==> src/pmc_consts.svh <==
// register map, reset values and widths of the power mode control block
// assumes inclusion by its bare name from the package and the design file
`ifndef PMC_CONSTS_SVH
`define PMC_CONSTS_SVH

`define PMC_ADDR_W      10
`define PMC_DATA_W      8
`define PMC_CTL2_ADDR   10'h181
`define PMC_NLOAD_ADDR  10'h182
`define PMC_CTL2_RESET  8'h00
`define PMC_NLOAD_RESET 8'h00
`define PMC_CTL2_WMASK  8'hBF
`define PMC_RDATA_IDLE  8'h00
`define PMC_PWR_W       24
`define PMC_ACC_W       40

`endif

==> src/pmc_pkg.sv <==
// types shared by the power mode control block and its users
// assumes pmc_consts.svh is on the include path
`default_nettype none

package pmc_pkg;
  `include "pmc_consts.svh"

  // field layout of the second mode control register, bit 7 first
  typedef struct packed {
    logic active_measure_off;
    logic reserved_zero;
    logic reactive_edge_select;
    logic active_edge_select;
    logic reactive_magnitude_accum;
    logic reactive_follow_active_sign;
    logic active_positive_only;
    logic active_magnitude_accum;
  } pmc_ctl2_t;

  // extended special-function-register access, one cycle per strobe
  typedef struct packed {
    logic                     wr;
    logic                     rd;
    logic [`PMC_ADDR_W-1:0]   addr;
    logic [`PMC_DATA_W-1:0]   wdata;
  } pmc_sfr_req_t;

  typedef enum logic [1:0] {PMC_AM_SIGNED, PMC_AM_ABS, PMC_AM_POS} pmc_act_mode_t;
  typedef enum logic [1:0] {PMC_RM_SIGNED, PMC_RM_ABS, PMC_RM_TAMPER} pmc_rea_mode_t;
endpackage : pmc_pkg

`default_nettype wire

==> src/pmc_mode_ctl.sv <==
// power mode control: mode register, no-load register, accumulation, sign events
// assumes samples and enables are synchronous to clk; pulse output logic downstream
`timescale 1ns/100ps
`default_nettype none
`include "pmc_consts.svh"

module pmc_mode_ctl #(
  parameter int PWR_W = `PMC_PWR_W,
  parameter int ACC_W = `PMC_ACC_W
) (
  input  wire logic                     clk,
  input  wire logic                     rst,
  input  wire pmc_pkg::pmc_sfr_req_t    sfr_req,
  output logic [`PMC_DATA_W-1:0]        sfr_rdata,
  input  wire logic                     power_calc_enable,
  input  wire logic                     converter_enable,
  input  wire logic                     sample_valid,
  input  wire logic signed [PWR_W-1:0]  active_power,
  input  wire logic signed [PWR_W-1:0]  reactive_power,
  output logic signed [PWR_W:0]         active_delta,
  output logic signed [PWR_W:0]         reactive_delta,
  output logic                          delta_valid,
  output logic signed [ACC_W-1:0]       active_energy,
  output logic signed [ACC_W-1:0]       reactive_energy,
  output logic                          active_sign_irq,
  output logic                          reactive_sign_irq,
  output logic                          active_measure_off,
  output logic [`PMC_DATA_W-1:0]        no_load_control
);
  import pmc_pkg::*;

  localparam int DW = PWR_W + 1;

  // refused at elaboration: the sign extension and accumulator add need the margin
  if (PWR_W < 2 || ACC_W <= DW) begin : g_bad_widths
    $error("pmc_mode_ctl: PWR_W must be 2 or more and ACC_W wider than PWR_W+1");
  end

  typedef struct packed {
    pmc_ctl2_t                 ctl2;
    logic [`PMC_DATA_W-1:0]    no_load;
    logic [`PMC_DATA_W-1:0]    rdata;
    logic signed [DW-1:0]      act_delta;
    logic signed [DW-1:0]      rea_delta;
    logic                      delta_valid;
    logic signed [ACC_W-1:0]   act_acc;
    logic signed [ACC_W-1:0]   rea_acc;
    logic                      act_irq;
    logic                      rea_irq;
    logic                      act_neg;
    logic                      rea_neg;
    logic                      act_seen;
    logic                      rea_seen;
  } pmc_state_t;

  pmc_state_t    st_r;
  pmc_state_t    st_nxt;
  pmc_act_mode_t amode;
  pmc_rea_mode_t rmode;
  logic          run;
  logic          act_on;
  logic          take;
  logic          act_take;
  logic          a_neg;
  logic          r_neg;
  logic signed [DW-1:0] a_ext;
  logic signed [DW-1:0] r_ext;

  // ==========================================================================
  // mode decode
  always_comb begin
    run    = power_calc_enable && converter_enable;
    act_on = run && !st_r.ctl2.active_measure_off;
    take   = run && sample_valid;
    act_take = act_on && sample_valid;
    a_ext  = {active_power[PWR_W-1], active_power};
    r_ext  = {reactive_power[PWR_W-1], reactive_power};
    a_neg  = active_power[PWR_W-1];
    r_neg  = reactive_power[PWR_W-1];
    // magnitude bit wins over the other bit in both pairs
    if (st_r.ctl2.active_magnitude_accum) begin
      amode = PMC_AM_ABS;
    end else if (st_r.ctl2.active_positive_only) begin
      amode = PMC_AM_POS;
    end else begin
      amode = PMC_AM_SIGNED;
    end
    if (st_r.ctl2.reactive_magnitude_accum) begin
      rmode = PMC_RM_ABS;
    end else if (st_r.ctl2.reactive_follow_active_sign) begin
      rmode = PMC_RM_TAMPER;
    end else begin
      rmode = PMC_RM_SIGNED;
    end
  end

  // ==========================================================================
  // next state
  always_comb begin
    st_nxt             = st_r;
    st_nxt.delta_valid = 1'b0;
    st_nxt.act_irq     = 1'b0;
    st_nxt.rea_irq     = 1'b0;

    // register port; a read returns the value before a same-cycle write
    if (sfr_req.rd) begin
      if (sfr_req.addr == `PMC_CTL2_ADDR) begin
        st_nxt.rdata = st_r.ctl2;
      end else if (sfr_req.addr == `PMC_NLOAD_ADDR) begin
        st_nxt.rdata = st_r.no_load;
      end else begin
        st_nxt.rdata = `PMC_RDATA_IDLE;
      end
    end
    if (sfr_req.wr) begin
      if (sfr_req.addr == `PMC_CTL2_ADDR) begin
        // bit 6 kept at zero even if software breaks the convention
        st_nxt.ctl2 = sfr_req.wdata & `PMC_CTL2_WMASK;
      end else if (sfr_req.addr == `PMC_NLOAD_ADDR) begin
        st_nxt.no_load = sfr_req.wdata;
      end
    end

    if (take) begin
      st_nxt.delta_valid = 1'b1;
      // active contribution
      if (!act_take) begin
        st_nxt.act_delta = '0;
      end else begin
        case (amode)
          PMC_AM_ABS:    st_nxt.act_delta = a_neg ? -a_ext : a_ext;
          PMC_AM_POS:    st_nxt.act_delta = a_neg ? '0 : a_ext;
          default:       st_nxt.act_delta = a_ext;
        endcase
      end
      // reactive contribution
      case (rmode)
        PMC_RM_ABS:    st_nxt.rea_delta = r_neg ? -r_ext : r_ext;
        PMC_RM_TAMPER: st_nxt.rea_delta = a_neg ? -r_ext : r_ext;
        default:       st_nxt.rea_delta = r_ext;
      endcase
      st_nxt.act_acc = st_r.act_acc
                     + {{(ACC_W-DW){st_nxt.act_delta[DW-1]}}, st_nxt.act_delta};
      st_nxt.rea_acc = st_r.rea_acc
                     + {{(ACC_W-DW){st_nxt.rea_delta[DW-1]}}, st_nxt.rea_delta};
      // sign change events; first sample after a stop only sets the reference
      st_nxt.rea_irq  = st_r.rea_seen && (st_r.ctl2.reactive_edge_select
                        ? (st_r.rea_neg && !r_neg) : (!st_r.rea_neg && r_neg));
      st_nxt.rea_neg  = r_neg;
      st_nxt.rea_seen = 1'b1;
      if (act_on) begin
        st_nxt.act_irq  = st_r.act_seen && (st_r.ctl2.active_edge_select
                          ? (st_r.act_neg && !a_neg) : (!st_r.act_neg && a_neg));
        st_nxt.act_neg  = a_neg;
        st_nxt.act_seen = 1'b1;
      end
    end
    // a stopped unit forgets the previous sign so no stale event fires
    if (!run) begin
      st_nxt.rea_seen = 1'b0;
      st_nxt.act_seen = 1'b0;
    end
    if (!act_on) begin
      st_nxt.act_seen = 1'b0;
    end
  end

  // ==========================================================================
  // state register
  always_ff @(posedge clk or posedge rst) begin
    if (rst) begin
      st_r         <= '0;
      st_r.ctl2    <= `PMC_CTL2_RESET;
      st_r.no_load <= `PMC_NLOAD_RESET;
      st_r.rdata   <= `PMC_RDATA_IDLE;
    end else begin
      st_r <= st_nxt;
    end
  end

  assign sfr_rdata          = st_r.rdata;
  assign active_delta       = st_r.act_delta;
  assign reactive_delta     = st_r.rea_delta;
  assign delta_valid        = st_r.delta_valid;
  assign active_energy      = st_r.act_acc;
  assign reactive_energy    = st_r.rea_acc;
  assign active_sign_irq    = st_r.act_irq;
  assign reactive_sign_irq  = st_r.rea_irq;
  assign active_measure_off = st_r.ctl2.active_measure_off;
  assign no_load_control    = st_r.no_load;
endmodule // pmc_mode_ctl
`default_nettype wire

==> config.mk <==
export PLATFORM = sky130hd
export DESIGN_NAME = pmc_mode_ctl
export DESIGN_NICKNAME = d
export VERILOG_FILES = /design/src/pmc_pkg.sv /design/src/pmc_mode_ctl.sv
export VERILOG_INCLUDE_DIRS = /design/src
export SDC_FILE = /design/constraint.sdc
export NUM_CORES = 1
export LEC_CHECK = 0
export ABC_AREA = 1
export BUFFER_PORTS_ARGS = -buffer_cell sky130_fd_sc_hd__buf_4
export CAP_MARGIN = 20
export CORE_ASPECT_RATIO = 1.1
export CORE_MARGIN = 2
export CORE_UTILIZATION = 41
export DETAILED_ROUTE_END_ITERATION = 8
export PLACE_DENSITY_LB_ADDON = 0.08
export SYNTH_ARGS = -nofsm -noshare
export SYNTH_HDL_FRONTEND = slang
export SYNTH_SLANG_ARGS = --single-unit
==> constraint.sdc <==
create_clock -name clk -period 4.9 [get_ports clk]
set_clock_uncertainty 0.15 [all_clocks]
set_input_delay 0.49 -clock clk [delete_from_list [all_inputs] [get_ports clk]]
set_output_delay 0.49 -clock clk [all_outputs]
set_load 0.05 [all_outputs]
==> flow_metrics.env, run 1 <==
export IMPL_status="complete, no violations"
export IMPL_slew_viol_final=0
export IMPL_die_y_um=204.0
export IMPL_cts_hold_buffers_added=0
export IMPL_routabilityCongestion=0.9815
export IMPL_min_delay_path_class="primary input to asynchronous set/reset pin"
export IMPL_pin_count=223
export IMPL_yosysSeqAreaShare_pct=26.85
export IMPL_async_reset_ff_share_pct=100.0
export IMPL_cts_tree="done"
export IMPL_via_count=14380
export IMPL_syn_inst=2378
export IMPL_drtIter0Drc=739
export IMPL_slowest_delay_ps=320
export IMPL_min_period_ps=3930
export IMPL_cts_path_max_buffers=2
export IMPL_netlist_area_sq_mm=0.01491
export IMPL_rows=73
export IMPL_postRouteAntennaNets=0
export IMPL_dieWidth_um=185.9
export IMPL_synth_seq_cells=160
export IMPL_cp_top_family="simple AND/OR/NAND/NOR gates"
export IMPL_cts_buffers=17
export IMPL_dp_hpwl_mm=38.20
export IMPL_rsz0062_at_grt="no"
export IMPL_setup_tns_ps=0
export IMPL_max_slew_margin_pct=27.26
export IMPL_grt_max_degree=181
export IMPL_htreeDepth=4
export IMPL_critPathKind="primary input to flop"
export IMPL_syn_num_nets=2535
export IMPL_critPathRequiredTime_ps=5090
export IMPL_cts_setup_buffers=0
export IMPL_worst_ep_arrival_time_ps=4120
export IMPL_synth_top_family_by_area="simple AND/OR/NAND/NOR gates"
export IMPL_wirelength_mm=47.61
export IMPL_port_buffer_count=222
export IMPL_synthXorXnorAreaFrac_pct=2.878
export IMPL_dp_slack_ps=491.2
export IMPL_avgSynthCellArea_sq_um=6.272
export IMPL_synth_edf_count=0
export IMPL_worst_slack_ps=970.3
export IMPL_synth_flop_cell="dfrtp_1"
export IMPL_start_util_pct=41.44
export IMPL_first_global_vias=14150
export IMPL_peakVddDrop_uv=289.5
export IMPL_ys_types=53
export IMPL_dieArea_sq_mm=0.03792
export IMPL_routedWlPerCell_um=16.17
export IMPL_grt_use_total_pct=25.90
export IMPL_synth_simple_area_share_pct=38.41
export IMPL_synth_compound_area_share_pct=7.802
export IMPL_yosysWarnings=0
export IMPL_clock_sinks=160
export IMPL_slowest_stage="ha_1"
export IMPL_drt_drc_violations_left=0
export IMPL_syn_to_final_growth_pct=11.63
export IMPL_antenna_cells=0
export IMPL_cts_repair_resized=0
export IMPL_power_density_mw_per_mm2=501.0
export IMPL_grt_first_pass_wirelength_mm=75.66
export IMPL_hold_viol=0
export IMPL_finalNetCount=2601
export IMPL_overflow=0
export IMPL_path_clk_slew_ps=70
export IMPL_worst_pin_slew_ps=1091
export IMPL_cp_common_cell="nand2_1"
export IMPL_drv_cap=0
export IMPL_critPathBufInv=6
export IMPL_crit_fanout=16
export IMPL_via_per_inst=4.884
export IMPL_antenna_found_initial=0
export IMPL_cts_root_buf="clkbuf_16"
export IMPL_synth_adder_area_share_pct=7.148
export IMPL_layout_drive_gt1_share_pct=13.06
export IMPL_nFillCells=4025
export IMPL_setup_violations=0
export IMPL_coreArea_sq_mm=0.03599
export IMPL_fin_crit_sh_pct=80.20
export IMPL_fmax_mhz=254.5
export IMPL_p_leak_nw=9.455
export IMPL_clock_latency_ps=450
export IMPL_cp_start_kind="primary input"
export IMPL_dr_pass1_iters=6
export IMPL_crit_path_end_kind="flop"
export IMPL_synth_mux_area_share_pct=0.1007
[cell families (layout without fill, tap and decap cells)]
group                      count (synthesis)  count (layout)
AOI/OAI and AO/OA                        200             200
xor gates and xnor gates                  49              49
adders and majority gates                 84              84
buffers and inverters                    511             590
DFF                                      160             160
muxes                                      1               1
and+or+nand+nor                         1373            1373
[cells in the mapped netlist (3+ instances only)]
library cell	number	area, sq um
nor3_1	10	50.05
o21ai_1	4	20.02
buf_4	149	1119
o21bai_1	11	82.58
dfrtp_1	160	4004
nor2_1	213	799.5
nand4_1	23	143.9
nand3_2	7	70.07
nand2_1	908	3408
nand3_1	152	760.7
nor3_4	4	65.06
or2_1	3	18.77
xnor2_1	27	236.5
inv_1	324	1216
o31ai_1	3	22.52
inv_2	3	11.26
buf_2	8	40.04
o21ai_0	73	365.4
a31oi_1	10	62.56
o21ai_2	14	122.6
nand2_2	3	18.77
a21o_1	10	75.07
xor2_1	22	192.7
clkbuf_1	21	78.83
ha_1	82	1026
nand3b_1	24	180.2
a21oi_1	64	320.3
nor2_2	10	62.56
or2_2	4	25.02
[final cells by class]
class,instances,area (sq um),area share (%)
clock buffer,17,425.4,2.555
clock inverter,15,205.2,1.233
inverter,329,1244,7.470
multi-input combinational,1707,8417,50.56
sequential,160,4004,24.05
tap,487,609.3,3.660
timing repair buffer,229,1744,10.48
[power by group]
part           switching [mW]  internal (mW)
clock network           0.649          0.863
registers               0.363           1.67
logic                    3.30           1.49
[placed cells by master, fill, tap and decap left out, drive strengths merged]
master / netlist / layout
a2111oi: 2 / 2
a211oi: 1 / 1
a21boi: 1 / 1
a21o: 10 / 10
a21oi: 66 / 66
a221oi: 1 / 1
a311oi: 1 / 1
a31oi: 10 / 10
and2: 1 / 1
and3: 2 / 2
buf: 161 / 229
bufinv: 0 / 4
clkbuf: 21 / 17
clkinv: 1 / 5
clkinvlp: 0 / 2
dfrtp: 160 / 160
fa: 2 / 2
ha: 82 / 82
inv: 328 / 333
mux2: 1 / 1
nand2: 912 / 912
nand3: 161 / 161
nand3b: 25 / 25
nand4: 24 / 24
nor2: 225 / 225
nor3: 14 / 14
nor4: 1 / 1
o211ai: 1 / 1
o21ai: 91 / 91
o21bai: 12 / 12
o22ai: 1 / 1
o31ai: 3 / 3
or2: 8 / 8
xnor2: 27 / 27
xor2: 22 / 22
[through the flow]
step | utilization [%] | cell area (sq um) | std cells | power, mW | hold slack (ps)
4_1_cts | 46.26 | 16650 | 2944 | 8.391 | 58.51
3_3_place_gp | 44.51 | 16020 | 2912 | 6.829 | 315.7
5_1_grt | 46.26 | 16650 | 2944 | 8.947 | 102.0
3_5_place_dp | 44.51 | 16020 | 2912 | 6.843 | 317.3
6_report | 46.26 | 16650 | 2944 | 8.340 | 45.55
2_1_floorplan | - | 14920 | 2378 | 5.900 | 300.1
[routing by layer]
metal,vias to the layer above,track usage (%),share of wire [%]
met5,-,0,0
met4,0,9.252,3.2
met3,69,3.510,4.1
li1,7404,-,-
met1,6585,31.69,43
met2,320,46.15,50
[sequential cells by signal, summed over array words and instances (netlist names)]
register            count
active_energy          40
reactive_energy        40
sfr_rdata               8
active_delta           25
reactive_sign_irq       1
reactive_delta         25
st_r                   10
active_sign_irq         1
no_load_control         8
active_measure_off      1
delta_valid             1
[final timing paths]
check                                            to  slack [ps]          startpoint  cells after the start
min in group clk                 no_load_control[6]         130          sfr_req[6]                      2
worst max register to register  reactive_energy[18]        1000           st_r[156]                     19
max in group asynchronous         active_energy[33]        3440                 rst                      3
worst max-delay path            reactive_energy[39]         970   reactive_power[0]                     27
worst min register to register   reactive_delta[22]         330  reactive_delta[22]                      2
worst min-delay path             reactive_delta[14]          50                 rst                      2
Power figures use the tool's default switching activity.
==> run 2: changes to the inputs <==
clock period = 3.6 ns   (was 4.9 ns; I/O delays follow)
==> run 2 against run 1 <==
  * Non-clock buffer count up 123
  * Critical endpoint is now reactive_energy[37]
  * Global-route usage is 0.29 points higher
  * Sequential power rose by 36%
  * Highest routed layer unchanged
  * Die area unchanged
  * Cell area up 6.9%
  * Worst hold slack got worse by 3.3 ps
  * Setup slack worse by 780 ps
  * Sequential share of layout area decreased by 1.5 points
  * Register-to-register slack lost 720 ps
  * Combinational power up 48%
  * First-iteration DRC count rose by 6.9%
==> flow_metrics.env, run 2 (synthesis results as in run 1) <==
export IMPL_status="complete, no violations"
export IMPL_max_slew_margin_pct=45.75
export IMPL_dp_hpwl_mm=38.98
export IMPL_cp_common_cell="nand2_1"
export IMPL_crit_path_end_kind="flop"
export IMPL_pin_count=223
export IMPL_min_to="no_load_control[4]"
export IMPL_reg2reg_from="st_r[156]"
export IMPL_dieWidth_um=185.9
export IMPL_cts_buffers=17
export IMPL_dr_pass1_iters=6
export IMPL_layout_drive_gt1_share_pct=19.19
export IMPL_via_per_inst=4.837
export IMPL_path_clk_slew_ps=70
export IMPL_worst_ep_arrival_time_ps=3600
export IMPL_postRouteAntennaNets=0
export IMPL_layout_commonest_cell="nand2_1"
export IMPL_antenna_found_initial=0
export IMPL_clock_latency_ps=460
export IMPL_routabilityCongestion=0.9335
export IMPL_clock_sinks=160
export IMPL_hold_viol=0
export IMPL_peakVddDrop_uv=389.7
export IMPL_slowest_stage="ha_1"
export IMPL_critPathRequiredTime_ps=3790
export IMPL_start_util_pct=41.44
export IMPL_dieArea_sq_mm=0.03792
export IMPL_power_density_mw_per_mm2=663.1
export IMPL_min_delay_path_depth=3
export IMPL_syn_to_final_growth_pct=19.35
export IMPL_grt_use_total_pct=26.18
export IMPL_critPathLaunch="reactive_power[0]"
export IMPL_rows=73
export IMPL_mostFrequentLayoutCells="nand2_1 (897), buf_4 (344), inv_1 (321)"
export IMPL_cts_tree="done"
export IMPL_finalNetCount=2724
export IMPL_p_leak_nw=10.05
export IMPL_drv_cap=0
export IMPL_cts_root_buf="clkbuf_16"
export IMPL_antenna_cells=0
export IMPL_htreeDepth=4
export IMPL_cp_start_kind="primary input"
export IMPL_via_count=14840
export IMPL_coreArea_sq_mm=0.03599
export IMPL_first_global_vias=14400
export IMPL_stdcell_area_sq_mm=0.01780
export IMPL_die_y_um=204.0
export IMPL_rr_endpoint="reactive_energy[18]"
export IMPL_slew_viol_final=0
export IMPL_overflow=0
export IMPL_port_buffer_count=222
export IMPL_drtIter0Drc=790
export IMPL_hold_slack_ps=42.20
export IMPL_drt_drc_violations_left=0
export IMPL_grt_first_pass_wirelength_mm=76.92
export IMPL_worst_pin_slew_ps=813.7
export IMPL_fin_crit_sh_pct=94.73
export IMPL_min_from="sfr_req[4]"
export IMPL_reg2regPathDepth=19
export IMPL_routedWlPerCell_um=15.86
export IMPL_wirelength_mm=48.64
export IMPL_cts_path_max_buffers=2
export IMPL_crit_fanout=8
export IMPL_min_delay_path_class="primary input to flop"
export IMPL_setup_violations=0
export IMPL_grt_max_degree=181
export IMPL_min_period_ps=3410
export IMPL_slowest_delay_ps=270
export IMPL_placed_cell_area_sq_mm=0.01694
export IMPL_critPathKind="primary input to flop"
export IMPL_r2r_slack_ps=280
export IMPL_fmax_mhz=293.2
==> run 2: power breakdown <==
group	leakage (nW)	internal, mW	switching, mW
clock	0.281	0.996	0.926
sequential	2.04	2.28	0.506
combinational	7.72	2.41	4.68
==> run 2: metrics by stage <==
stage               setup slack (ps)  TNS [ps]  std cells  total power, mW  utilization, %
detailed placement            -287.8     -3444       3030            9.698           47.08
global placement              -231.2     -2836       3030            9.660           47.08
floorplan                      11.52         0       2378            8.030               -
CTS                            41.21         0       3064            11.67           48.77
finish                         189.6         0       3067            11.80           49.46
global route                  -88.84    -664.5       3067            12.68           49.46
==> run 2: critical path: cells and delay by family <==
kind                     cells  cell delay [ps]
adder cells (fa/ha/maj)      3              710
AO/OA/AOI/OAI                3              360
buffers and inverters        7              820
AND/OR/NAND/NOR             13             1360
==> run 2: how the worst max path moves through the flow <==
stage,to,cells after the start
finish,reactive_energy[37],26
floorplan,reactive_energy[39],25
global placement,reactive_energy[39],27
detailed placement,reactive_energy[37],27
global route,reactive_energy[37],27
CTS,reactive_energy[18],19
==> run 2: repair_timing <==
item                       4_1_cts  5_1_grt
buffers inserted                 0        2
setup endpoints to repair        0       27
hold buffers                     2        0
gates resized for setup          0       59
hold endpoints to repair        27        0
==> run 2: layer usage <==
metal / routed length, um / global-route usage (%) / vias up
met5: 0 / 0 / -
met4: 1155 / 7.199 / 0
li1: - / - / 7642
met2: 24740 / 47.50 / 285
met3: 1807 / 4.081 / 49
met1: 20940 / 31.84 / 6859
==> run 2: final cells by class <==
| type | count | area [sq um] |
|---|---|---|
| Clock buffer | 18 | 439.2 |
| Clock inverter | 14 | 148.9 |
| Fill cell | 3856 | 18190 |
| Inverter | 329 | 1244 |
| Multi-Input combinational cell | 1707 | 8625 |
| Sequential cell | 160 | 4006 |
| Tap cell | 487 | 609.3 |
| Timing Repair Buffer | 352 | 2728 |
